$ cat config.mk
export PLATFORM = sky130hd
export DESIGN_NAME = ccs_card_clock_ctrl
export DESIGN_NICKNAME = d
export VERILOG_FILES = /design/src/logic/ccs_pkg.sv /design/src/logic/ccs_card_clock_ctrl.sv /design/src/logic/ccs_sync.sv
export SDC_FILE = /design/constraint.sdc
export NUM_CORES = 1
export LEC_CHECK = 0
export BUFFER_PORTS_ARGS = -buffer_cell sky130_fd_sc_hd__buf_4
export CORE_MARGIN = 4
export CORE_UTILIZATION = 35
export DETAILED_ROUTE_END_ITERATION = 10
export GPL_ROUTABILITY_DRIVEN = 0
export PLACE_DENSITY_LB_ADDON = 0.05
export SETUP_SLACK_MARGIN = 0.4
export SYNTH_ARGS = -nofsm -noshare
export SYNTH_HDL_FRONTEND = slang
export SYNTH_SLANG_ARGS = --single-unit
$ cat constraint.sdc
create_clock -name clk -period 4.18 [get_ports clk]
set_input_delay 0.836 -clock clk [delete_from_list [all_inputs] [get_ports clk]]
set_output_delay 0.836 -clock clk [all_outputs]
set_load 0.01 [all_outputs]
$ cat src/logic/ccs_pkg.sv
/*
 ccs_pkg: shared types and constants of the card clock and select control.
 assumes a single 125 MHz system clock and an active-low asynchronous reset.
*/
`default_nettype none
package ccs_pkg;
   localparam int CCS_CLK_PERIOD_NS = 8;
   localparam int CCS_SYNC_STAGES = 2;
   localparam int CCS_NUM_LINES = 3;
   localparam int CCS_LINE_DATA = 0;
   localparam int CCS_LINE_AUX_ONE = 1;
   localparam int CCS_LINE_AUX_TWO = 2;
   localparam logic CCS_RST_SUPPLY = 1'h0;
   localparam logic CCS_RST_CLOCK = 1'h0;
   localparam logic CCS_RST_DIV_PHASE = 1'h0;
   localparam logic CCS_DIV4_LAST_RISE = 1'h1;

   // card clock source and divide ratio
   typedef enum logic [1:0] {
      SEL_SYNC,
      SEL_DIV1,
      SEL_DIV2,
      SEL_DIV4
   } ccs_clk_sel_t;

   localparam ccs_clk_sel_t CCS_RST_SEL = SEL_DIV1;

   typedef enum logic {
      CK_IDLE,
      CK_RUN
   } ccs_clk_state_t;

   // ownership of one open-drain card line
   typedef enum logic [2:0] {
      LN_IDLE,
      LN_HOST_LOW,
      LN_CARD_LOW,
      LN_WAIT_HOST,
      LN_WAIT_CARD
   } ccs_line_state_t;
endpackage
`default_nettype wire

$ cat src/logic/ccs_card_clock_ctrl.sv
/*
 ccs_card_clock_ctrl: card clock generator, configuration latch and
 open-drain card line translator of a smartcard interface.
 assumes all pin inputs are asynchronous to clk; clk is at least several
 times faster than the async and sync card clock inputs.
*/
//
// Behaviour
// program supply and clock while ready low, selected
// latch configuration on chip select rising edge
// async mode divides input clock by 1/2/4
// switched pulses never shorter or longer than either (code: only between async settings; a switch to or from sync can cut a phase)
// sync mode holds last level on deselect
// sync clock passes only while selected
// divided clock keeps running while deselected
// buffered async clock copy on own pin
// finish current card clock cycle before switching
// first cycle after reset has full length
// host prefers divide 2/4 for asymmetric clocks
// selected and powered: lines transparent both ways
// card lines are open drain, pulled low
// deselected and powered: card lines keep level
// supply off forces card lines low
// deselected: host pins released, card side held
// deselect enters standby, supply converter stopped
// host parks control pins during standby
// host stops input clocks during standby
// host gives each device own chip select
// switch only while low, start with high (code: a switch to sync starts at the sync level, low while deselected)
`timescale 1ns/1ps
`default_nettype none
module ccs_card_clock_ctrl
   import ccs_pkg::*;
#(
   parameter int NUM_LINES = CCS_NUM_LINES
) (
   input wire logic clk,
   input wire logic reset_n,
   input wire logic async_clock_in,
   input wire logic sync_clock_in,
   input wire logic chipSelect_n,
   input wire logic ready_mode_line,
   input wire logic power_request,
   input wire logic cardResetIn,
   input wire logic supplyReady,
   input wire logic [NUM_LINES-1:0] hostLineIn,
   output logic [NUM_LINES-1:0] hostLineOut,
   output logic [NUM_LINES-1:0] hostLineOe,
   input wire logic [NUM_LINES-1:0] cardLineIn,
   output logic [NUM_LINES-1:0] cardLineOut,
   output logic [NUM_LINES-1:0] cardLineOe,
   output logic card_clock_out,
   output logic clock_buffer_out,
   output logic card_supply,
   output logic standby,
   output logic [1:0] clockSelect
);
   localparam int SW = 6 + 2 * NUM_LINES;

   // data line doubles as a programming input
   function automatic ccs_clk_sel_t decodeSel(input logic dataBit, input logic rstBit);
      ccs_clk_sel_t sel;
      sel = SEL_SYNC;
      unique case ({dataBit, rstBit})
         2'h0: sel = SEL_SYNC;
         2'h1: sel = SEL_DIV1;
         2'h2: sel = SEL_DIV2;
         2'h3: sel = SEL_DIV4;
      endcase
      return sel;
   endfunction

   logic [SW-1:0] syncQ;
   logic asyncS, syncS, csS, rdyS, pwrS, rstS;
   logic readyS;
   logic [NUM_LINES-1:0] hostS, cardS;

   ccs_sync #(
      .W(SW)
   ) u_sync (
      .clk(clk),
      .reset_n(reset_n),
      .d({cardLineIn, hostLineIn, supplyReady, cardResetIn, power_request,
          ~ready_mode_line, ~chipSelect_n, sync_clock_in}),
      .rstVal({SW{1'h0}}),
      .q(syncQ)
   );

   assign syncS = syncQ[0];
   // idle-high pins synced inverted: zero reset reads deselected, no false program
   assign csS = ~syncQ[1];
   assign rdyS = ~syncQ[2];
   assign pwrS = syncQ[3];
   assign rstS = syncQ[4];
   assign readyS = syncQ[5];
   assign hostS = syncQ[6 +: NUM_LINES];
   assign cardS = syncQ[6 + NUM_LINES +: NUM_LINES];

   // async clock kept apart: it also feeds the buffered copy
   logic asyncMeta;
   logic next_asyncMeta, next_asyncS;

   // edge history and configuration
   logic asyncPrev, syncPrev, csPrev;
   logic shadowPwr;
   ccs_clk_sel_t shadowSel, pendingSel;
   logic supplyOn;
   logic next_asyncPrev, next_syncPrev, next_csPrev;
   logic next_shadowPwr;
   ccs_clk_sel_t next_shadowSel, next_pendingSel;
   logic next_supplyOn;
   logic next_standby;
   logic next_bufOut;
   logic aRise, syncRise, csRise, progMode;

   assign aRise = asyncS & ~asyncPrev;
   assign syncRise = syncS & ~syncPrev;
   assign csRise = csS & ~csPrev;
   assign progMode = ~rdyS & ~csS;

   always_comb begin
      next_asyncMeta = async_clock_in;
      next_asyncS = asyncMeta;
      next_asyncPrev = asyncS;
      next_syncPrev = syncS;
      next_csPrev = csS;
      next_bufOut = asyncS;
      next_standby = csS;
      next_shadowPwr = shadowPwr;
      next_shadowSel = shadowSel;
      next_supplyOn = supplyOn;
      next_pendingSel = pendingSel;
      if (progMode) begin
         next_shadowPwr = pwrS;
         next_shadowSel = decodeSel(hostS[CCS_LINE_DATA], rstS);
      end
      if (csRise) begin
         next_supplyOn = shadowPwr;
         next_pendingSel = shadowSel;
      end
   end

   always_ff @(posedge clk or negedge reset_n) begin
      if (!reset_n) begin
         // reset high so a pin already high at release is no rising edge
         asyncMeta <= 1'h1;
         asyncS <= 1'h1;
         asyncPrev <= 1'h1;
         syncPrev <= 1'h0;
         csPrev <= 1'h1;
         clock_buffer_out <= 1'h0;
         standby <= 1'h0;
         shadowPwr <= CCS_RST_SUPPLY;
         shadowSel <= CCS_RST_SEL;
         supplyOn <= CCS_RST_SUPPLY;
         pendingSel <= CCS_RST_SEL;
      end else begin
         asyncMeta <= next_asyncMeta;
         asyncS <= next_asyncS;
         asyncPrev <= next_asyncPrev;
         syncPrev <= next_syncPrev;
         csPrev <= next_csPrev;
         clock_buffer_out <= next_bufOut;
         standby <= next_standby;
         shadowPwr <= next_shadowPwr;
         shadowSel <= next_shadowSel;
         supplyOn <= next_supplyOn;
         pendingSel <= next_pendingSel;
      end
   end

   assign card_supply = supplyOn;

   // card clock generator
   ccs_clk_state_t ckState, next_ckState;
   ccs_clk_sel_t activeSel, next_activeSel;
   logic divPhase, next_divPhase;
   logic next_cardClk;
   logic lowEnd;

   // end of the current low phase for the active source
   always_comb begin
      lowEnd = 1'h0;
      unique case (activeSel)
         SEL_SYNC: lowEnd = csS ? aRise : syncRise;
         SEL_DIV1: lowEnd = aRise;
         SEL_DIV2: lowEnd = aRise & ~card_clock_out;
         SEL_DIV4: lowEnd = aRise & ~card_clock_out & (divPhase == CCS_DIV4_LAST_RISE);
      endcase
   end

   always_comb begin
      next_ckState = ckState;
      next_activeSel = activeSel;
      next_divPhase = divPhase;
      next_cardClk = card_clock_out;
      unique case (ckState)
         CK_IDLE: begin
            // wait for a clean input edge so the first cycle is whole
            if (aRise) begin
               next_ckState = CK_RUN;
               next_activeSel = pendingSel;
               next_divPhase = CCS_RST_DIV_PHASE;
               next_cardClk = (pendingSel == SEL_SYNC) ? (syncS & ~csS) : 1'h1;
            end
         end
         CK_RUN: begin
            if (!card_clock_out && lowEnd && (pendingSel != activeSel)) begin
               next_activeSel = pendingSel;
               next_divPhase = CCS_RST_DIV_PHASE;
               next_cardClk = (pendingSel == SEL_SYNC) ? (syncS & ~csS) : 1'h1;
            end else begin
               unique case (activeSel)
                  SEL_SYNC: begin
                     // deselect freezes the level, card data stays consistent
                     if (!csS) begin
                        next_cardClk = syncS;
                     end
                  end
                  SEL_DIV1: next_cardClk = asyncS;
                  SEL_DIV2: begin
                     if (aRise) begin
                        next_cardClk = ~card_clock_out;
                     end
                  end
                  SEL_DIV4: begin
                     if (aRise) begin
                        if (divPhase == CCS_DIV4_LAST_RISE) begin
                           next_cardClk = ~card_clock_out;
                           next_divPhase = CCS_RST_DIV_PHASE;
                        end else begin
                           next_divPhase = CCS_DIV4_LAST_RISE;
                        end
                     end
                  end
               endcase
            end
         end
      endcase
   end

   always_ff @(posedge clk or negedge reset_n) begin
      if (!reset_n) begin
         ckState <= CK_IDLE;
         activeSel <= CCS_RST_SEL;
         divPhase <= CCS_RST_DIV_PHASE;
         card_clock_out <= CCS_RST_CLOCK;
         clockSelect <= 2'h0;
      end else begin
         ckState <= next_ckState;
         activeSel <= next_activeSel;
         divPhase <= next_divPhase;
         card_clock_out <= next_cardClk;
         clockSelect <= next_activeSel;
      end
   end

   // open-drain line translator
   ccs_line_state_t lnState [NUM_LINES];
   ccs_line_state_t next_lnState [NUM_LINES];
   logic [NUM_LINES-1:0] next_hostOe, next_cardOe;
   logic transparent;

   assign transparent = ~csS & supplyOn & readyS;

   always_comb begin
      for (int i = 0; i < NUM_LINES; i++) begin
         next_lnState[i] = lnState[i];
         next_hostOe[i] = 1'h0;
         next_cardOe[i] = cardLineOe[i];
         if (!supplyOn) begin
            next_lnState[i] = LN_IDLE;
            next_cardOe[i] = 1'h1;
         end else if (csS) begin
            next_cardOe[i] = cardLineOe[i];
            next_hostOe[i] = 1'h0;
         end else if (!transparent) begin
            // start sequence still running: card side held low
            next_lnState[i] = LN_IDLE;
            next_cardOe[i] = 1'h1;
         end else begin
            // the side that pulled first owns the line, echo ignored
            unique case (lnState[i])
               LN_IDLE: begin
                  if (!hostS[i]) begin
                     next_lnState[i] = LN_HOST_LOW;
                  end else if (!cardS[i]) begin
                     next_lnState[i] = LN_CARD_LOW;
                  end
               end
               LN_HOST_LOW: begin
                  if (hostS[i]) begin
                     next_lnState[i] = LN_WAIT_CARD;
                  end
               end
               LN_CARD_LOW: begin
                  if (cardS[i]) begin
                     next_lnState[i] = LN_WAIT_HOST;
                  end
               end
               LN_WAIT_HOST: begin
                  if (hostS[i]) begin
                     next_lnState[i] = LN_IDLE;
                  end
               end
               LN_WAIT_CARD: begin
                  if (cardS[i]) begin
                     next_lnState[i] = LN_IDLE;
                  end
               end
               default: next_lnState[i] = LN_IDLE;
            endcase
            next_cardOe[i] = (next_lnState[i] == LN_HOST_LOW);
            next_hostOe[i] = (next_lnState[i] == LN_CARD_LOW);
         end
      end
   end

   always_ff @(posedge clk or negedge reset_n) begin
      if (!reset_n) begin
         for (int i = 0; i < NUM_LINES; i++) begin
            lnState[i] <= LN_IDLE;
         end
         hostLineOe <= '0;
         cardLineOe <= '1;
         hostLineOut <= '0;
         cardLineOut <= '0;
      end else begin
         for (int i = 0; i < NUM_LINES; i++) begin
            lnState[i] <= next_lnState[i];
         end
         hostLineOe <= next_hostOe;
         cardLineOe <= next_cardOe;
         // open drain: only ever pulls low
         hostLineOut <= '0;
         cardLineOut <= '0;
      end
   end
endmodule
`default_nettype wire

$ cat src/logic/ccs_sync.sv
/*
 ccs_sync: a bank of two-flop synchronisers.
 assumes inputs are asynchronous pins; only the last stage is read outside.
*/
`timescale 1ns/1ps
`default_nettype none
module ccs_sync
   import ccs_pkg::*;
#(
   parameter int W = 1
) (
   input wire logic clk,
   input wire logic reset_n,
   input wire logic [W-1:0] d,
   input wire logic [W-1:0] rstVal,
   output logic [W-1:0] q
);
   logic [W-1:0] meta;
   logic [W-1:0] next_meta;
   logic [W-1:0] next_q;

   always_comb begin
      next_meta = d;
      next_q = meta;
   end

   // reset value fixed at zero; the rstVal port is not used
   always_ff @(posedge clk or negedge reset_n) begin
      if (!reset_n) begin
         meta <= '0;
         q <= '0;
      end else begin
         meta <= next_meta;
         q <= next_q;
      end
   end

   logic unusedRst;
   assign unusedRst = |rstVal;
endmodule
`default_nettype wire

# [Word level (Yosys, flattened, before mapping)]
# Cells that the tools add are included.
[op_classes] n_mux=80 shifts=0 n_reduce_logical=11 mul=0 addsub=0 order_cmp=0 n_bitwise=17 eq_ne=33 div=0
[op_table] cell="two-way mux 3 bit" count=36
[op_table] cell="case mux 3 bit (5 select lines)" count=3
[op_table] cell="two-way mux 1 bit" count=33
[op_table] cell="equality test 3 x 2 -> 1 bit, second input constant" count=9
[op_table] cell="equality test 3 x 1 -> 1 bit, second input constant" count=6
[op_table] cell="inequality test 4 bit, second input constant" count=3
[op_table] cell="AND 1 bit" count=9
[op_table] cell="equality test 3 bit, second input constant" count=3
[op_table] cell="zero test 3 bit" count=3
[op_table] cell="equality test 2 bit, second input constant" count=4
[op_table] cell="NOT 1 bit" count=8
[op_table] cell="case mux 1 bit (4 select lines)" count=2
[op_table] cell="case mux 2 bit (4 select lines)" count=1
[op_table] cell="zero test 2 bit" count=3
[op_table] cell="AND reduction 5 bit" count=1
[op_table] cell="equality test 2 x 1 -> 1 bit, second input constant" count=2
[op_table] cell="two-way mux 2 bit" count=2
[op_table] cell="inequality test 4 x 3 -> 1 bit, second input constant" count=1
[op_table] cell="case mux 1 bit (2 select lines)" count=2
[op_table] cell="case mux 2 bit (2 select lines)" count=1
[op_table] cell="inequality test 3 x 1 -> 1 bit, second input constant" count=1
[op_table] cell="inequality test 3 x 2 -> 1 bit, second input constant" count=1
[op_table] cell="AND reduction 3 bit" count=1
[op_table] cell="logical AND 1 bit" count=2
[op_table] cell="4 further kinds" count=4
[word_totals] reg_bits=59 out_inout_bits=18 latch_bits=0 mem_bits_rw=0 romBits=0 memories=0 in_bits=15

# [Longest topological paths before layout]
[depth] depth_word=10 mapped_depth=6 depth_no_buf=5

# [By module]
# From an unflattened synthesis, not the netlist that was laid out.
[hier_totals] hier_cells=167 hier_area_um2=2193.4
[by_module_without_submodules] mod="ccs_card_clock_ctrl" n_inst=1 seq_area_each_um2=863.3 cells_per_inst=143 area_each_um2=1592.8
[by_module_without_submodules] mod="ccs_sync" n_inst=1 seq_area_each_um2=600.6 cells_per_inst=24 area_each_um2=600.6

# [Worst setup path after synthesis]
# No wires, ideal clock.
[synth_path] kind="register to register" from="reg activeSel[0]" to="reg card_clock_out" setup_slack_ns=2.503 stages_incl_launch_ff=6 required_time_ns=4.049 t_arrival_ns=1.546 setup_time_ns=0.131 path_buffers=0 cell_sequence="dfstp_2 > xnor2_1 > a221o_1 > a21o_1 > mux2i_1 > or3_1"
[synth_between] elab_chain_cells=6
[synth_rtl] item="start, declared" line="ccs_card_clock_ctrl.sv:176" rtl="ccs_clk_sel_t activeSel, next_activeSel;"
[synth_rtl] item="start signal, assigned" line="ccs_card_clock_ctrl.sv:251" rtl="activeSel <= next_activeSel;"
[synth_rtl] item="equality test 2 bit (tied with other cells)" line="ccs_card_clock_ctrl.sv:184, ccs_card_clock_ctrl.sv:213"
[synth_rtl] item="case mux 1 bit (4 select lines)" line="ccs_card_clock_ctrl.sv:184" rtl="unique case (activeSel)"
[synth_rtl] item="logical AND 1 bit (2 in series)" line="ccs_card_clock_ctrl.sv:208" rtl="if (!card_clock_out && lowEnd && (pendingSel != activeSel)) begin"
[synth_rtl] item="inequality test 4 x 3 -> 1 bit (no line) (tied with other cells)"
[synth_rtl] item="AND reduction 5 bit (no line) / case mux 1 bit (2 select lines) (equally long branches)"
[synth_rtl] item="end signal, assigned" line="ccs_card_clock_ctrl.sv:253" rtl="card_clock_out <= next_cardClk;"
[synth_rtl] item="end, declared" line="ccs_card_clock_ctrl.sv:52" rtl="output logic card_clock_out,"
# Parallel ways exist; a longest one is shown, timed or not.
# A chain may end at the register's enable or synchronous reset.

==> results.ini <==
[status]
status=complete, no violations

[routing]
drtIter0Drc=101
first_pass_iters=4
wl_per_cell_um=13.3
antenna_left=0
drcViolationCount=0
vias_per_cell=4.80
vias=1362
wl_mm=3.77

[cts]
clk_pin_slew_ps=60
postCtsHoldBufs=0
clk_latency_ps=330
post_cts_buffers=0
post_cts_resized=0
cts_buffers=9
htree_levels=3
cts-root-buf=clkbuf_8
cts_tree=built
clk_path_buf_depth=2
cts.sinks=58

[final_layout]
layout.nets=219
fillers=568
multi_input_area_um2=638
final_layout_size_suffix_gt1_share_pct=26.8
utilization_pct=43.0
n_antenna_cell=0
areaGrowthSynthToFinish_pct=18.3
regArea_um2=1460

[sta]
setup_viol=0
max_freq_mhz=539
tightest_slew_ps=700
post-route-period-util_pct=44.4
min_period_ps=1860
fin_skew_ps=3.36
layout_setup_ws_ps=2320
hold_viol_final=0
slew_headroom_pct=53.3
maxSlewViolCount=0
rsz0062_at_grt=false
setup_tns_ps=0

[synthesis]
syn_area_per_cell_um2=12.5
postSynthCellCount=174
ys_types=34
synth_seq_cells=58
ys_seq_area_share_pct=67.3
yosys_warnings=0
syn_area_um2=2180

[critical_path]
path_depth=1
rr_startpoint=u_sync.q[1]
cp_max_fo=8
r2r_setup_slack_ps=2400
cp.required_ps=3340
endpoint_kind=output port
critPathTopFamily=flip-flops
critPathLaunchType=flop
crit_chain=buf_4
path_buf_inv=1
arrival_ps=1020
r2r_end=lnState[0]
reg2reg_depth=5
cpMaxStageDelayCell=dfrtp_1
crit_type=flop to output port
critPathMaxStageDelay_ps=510

[pwr]
p_leak_uw=0.00115
power_density_nw_per_um2=521
ir_drop_mv=0.196

[floorplanning]
row_count=28
pin_count=33
start_util_pct=36.3
core_um2=5990
dieHeight_um=86.8
die-area_um2=7540
die_x_um=86.8

[global_routing]
grt_usage_pct=11.7
antenna_found_initial=0
grt_overflow=0
grt_pass1_wl_mm=6.53
grt_pass1_vias=1376
grt_start_max_net_pins=59

[hold_path]
min-delay-start=u_sync.meta[0]
worstHoldPathType=flop to flop
holdPathEnd=u_sync.q[0]
hold_depth=0

[placement]
port_buffers=26
post-place-ws_ps=2410
dpl.hpwl_mm=2.56

[job]
max_cap_violations=0

[worst register-to-register path: cells and delay by family, from the launching register on]
kind / cells / cell delay (ps)
DFF: 1 / 480
and+or+nand+nor: 3 / 1020
AOI/OAI and AO/OA: 2 / 220
[flip-flops by register name, summed over array words and instances, names as in the netlist, 2 cells and up]
name and cells:
u_sync.meta 12, u_sync.q 12, lnState 9, cardLineOe 3, hostLineOe 3, activeSel 2
pendingSel 2, shadowSel 2
[kinds of logic after synthesis]
group	Yosys count	share of synthesized area [%]
xor+xnor	2	0.805
mux	11	5.52
compound gates	35	11.0
buf+inv	17	4.25
other cells	1	0.172
simple gates	50	10.9
flops	58	67.3
[routing by layer]
metal | wire [um] | track usage (%)
met2 | 1720 | 16.7
met3 | 262 | 7.03
met4 | 100 | 5.10
met1 | 1690 | 14.1
met5 | 0 | 0
[power breakdown]
group	internal [uW]	total (uW)	switching, uW
registers	629	689	60.0
clock network	228	425	197
logic	116	226	110
total	974	1340	367
[cell usage after synthesis]
cell type	number	area share, %
dfrtp_1	48	55
nand2_1	16	2.8
dfstp_2	10	12
nor2_1	10	1.7
buf_4	7	2.4
mux2_2	6	3.1
nor3_1	6	1.4
o21ai_1	6	1.4
inv_1	5	0.86
nor2b_1	5	1.4
a21oi_1	4	0.92
a22oi_1	4	1.4
nor4_1	4	1.1
o31ai_1	4	1.4
a21o_1	3	1.0
clkbuf_1	3	0.52
mux2i_1	3	1.4
nand2b_1	3	0.86
o21ai_0	3	0.69
o22a_1	3	1.2
o41ai_1	3	1.2
a31oi_1	2	0.57
mux2_1	2	1.0
nand3_1	2	0.46
nand4_1	2	0.57
xnor2_1	2	0.81
a211o_1	1	0.40
a21oi_2	1	0.40
a221o_1	1	0.46
buf_2	1	0.23
clkbuf_2	1	0.23
conb_1	1	0.17
or2_1	1	0.29
or3_1	1	0.29
[through the flow]
stage	hold WS (ps)	power, uW	cell area [um^2]	instances
3_5_place_dp	337	929	2410	268
5_1_grt	360	1430	2570	284
4_1_cts	351	1370	2570	284
3_3_place_gp	332	922	2410	268
2_1_floorplan	331	848	2190	179
6_report	347	1340	2570	284
[cell type report]
| class | count | area share [%] |
|---|---|---|
| Multi-Input combinational cell | 104 | 24.8 |
| Tap cell | 75 | 3.65 |
| Sequential cell | 58 | 56.9 |
| Timing Repair Buffer | 26 | 7.58 |
| Clock buffer | 13 | 5.79 |
| Clock inverter | 3 | 0.583 |
| Inverter | 5 | 0.729 |
[placed cells by master (no fill, tap or decap), types with 3 or more instances in the layout]
cell type | Yosys | layout
clkbuf_1 | 3 | 3
o41ai_1 | 3 | 3
dfrtp_1 | 48 | 48
mux2_2 | 6 | 6
o21ai_1 | 6 | 6
nand2b_1 | 3 | 3
o21ai_0 | 3 | 3
nor4_1 | 4 | 4
mux2i_1 | 3 | 3
nand2_1 | 16 | 16
nor2_1 | 10 | 10
nor3_1 | 6 | 6
inv_1 | 5 | 5
clkinv_2 | 0 | 3
a21oi_1 | 4 | 4
a22oi_1 | 4 | 4
o31ai_1 | 4 | 4
dfstp_2 | 10 | 10
clkbuf_8 | 0 | 10
buf_4 | 7 | 26
o22a_1 | 3 | 3
a21o_1 | 3 | 3
conb_1 | 1 | 6
nor2b_1 | 5 | 5
[worst max path at each step]
stage,slack [ps],start,to
final,2320,activeSel[1],clockSelect[1]
after global routing,2200,u_sync.q[1],lnState[0]
after CTS,2300,activeSel[1],clockSelect[1]
after detailed placement,2410,u_sync.q[1],lnState[0]
after global placement,2460,activeSel[0],card_clock_out
after floorplan,2500,activeSel[0],card_clock_out
No activity file was read; power rests on OpenSTA's default activity.
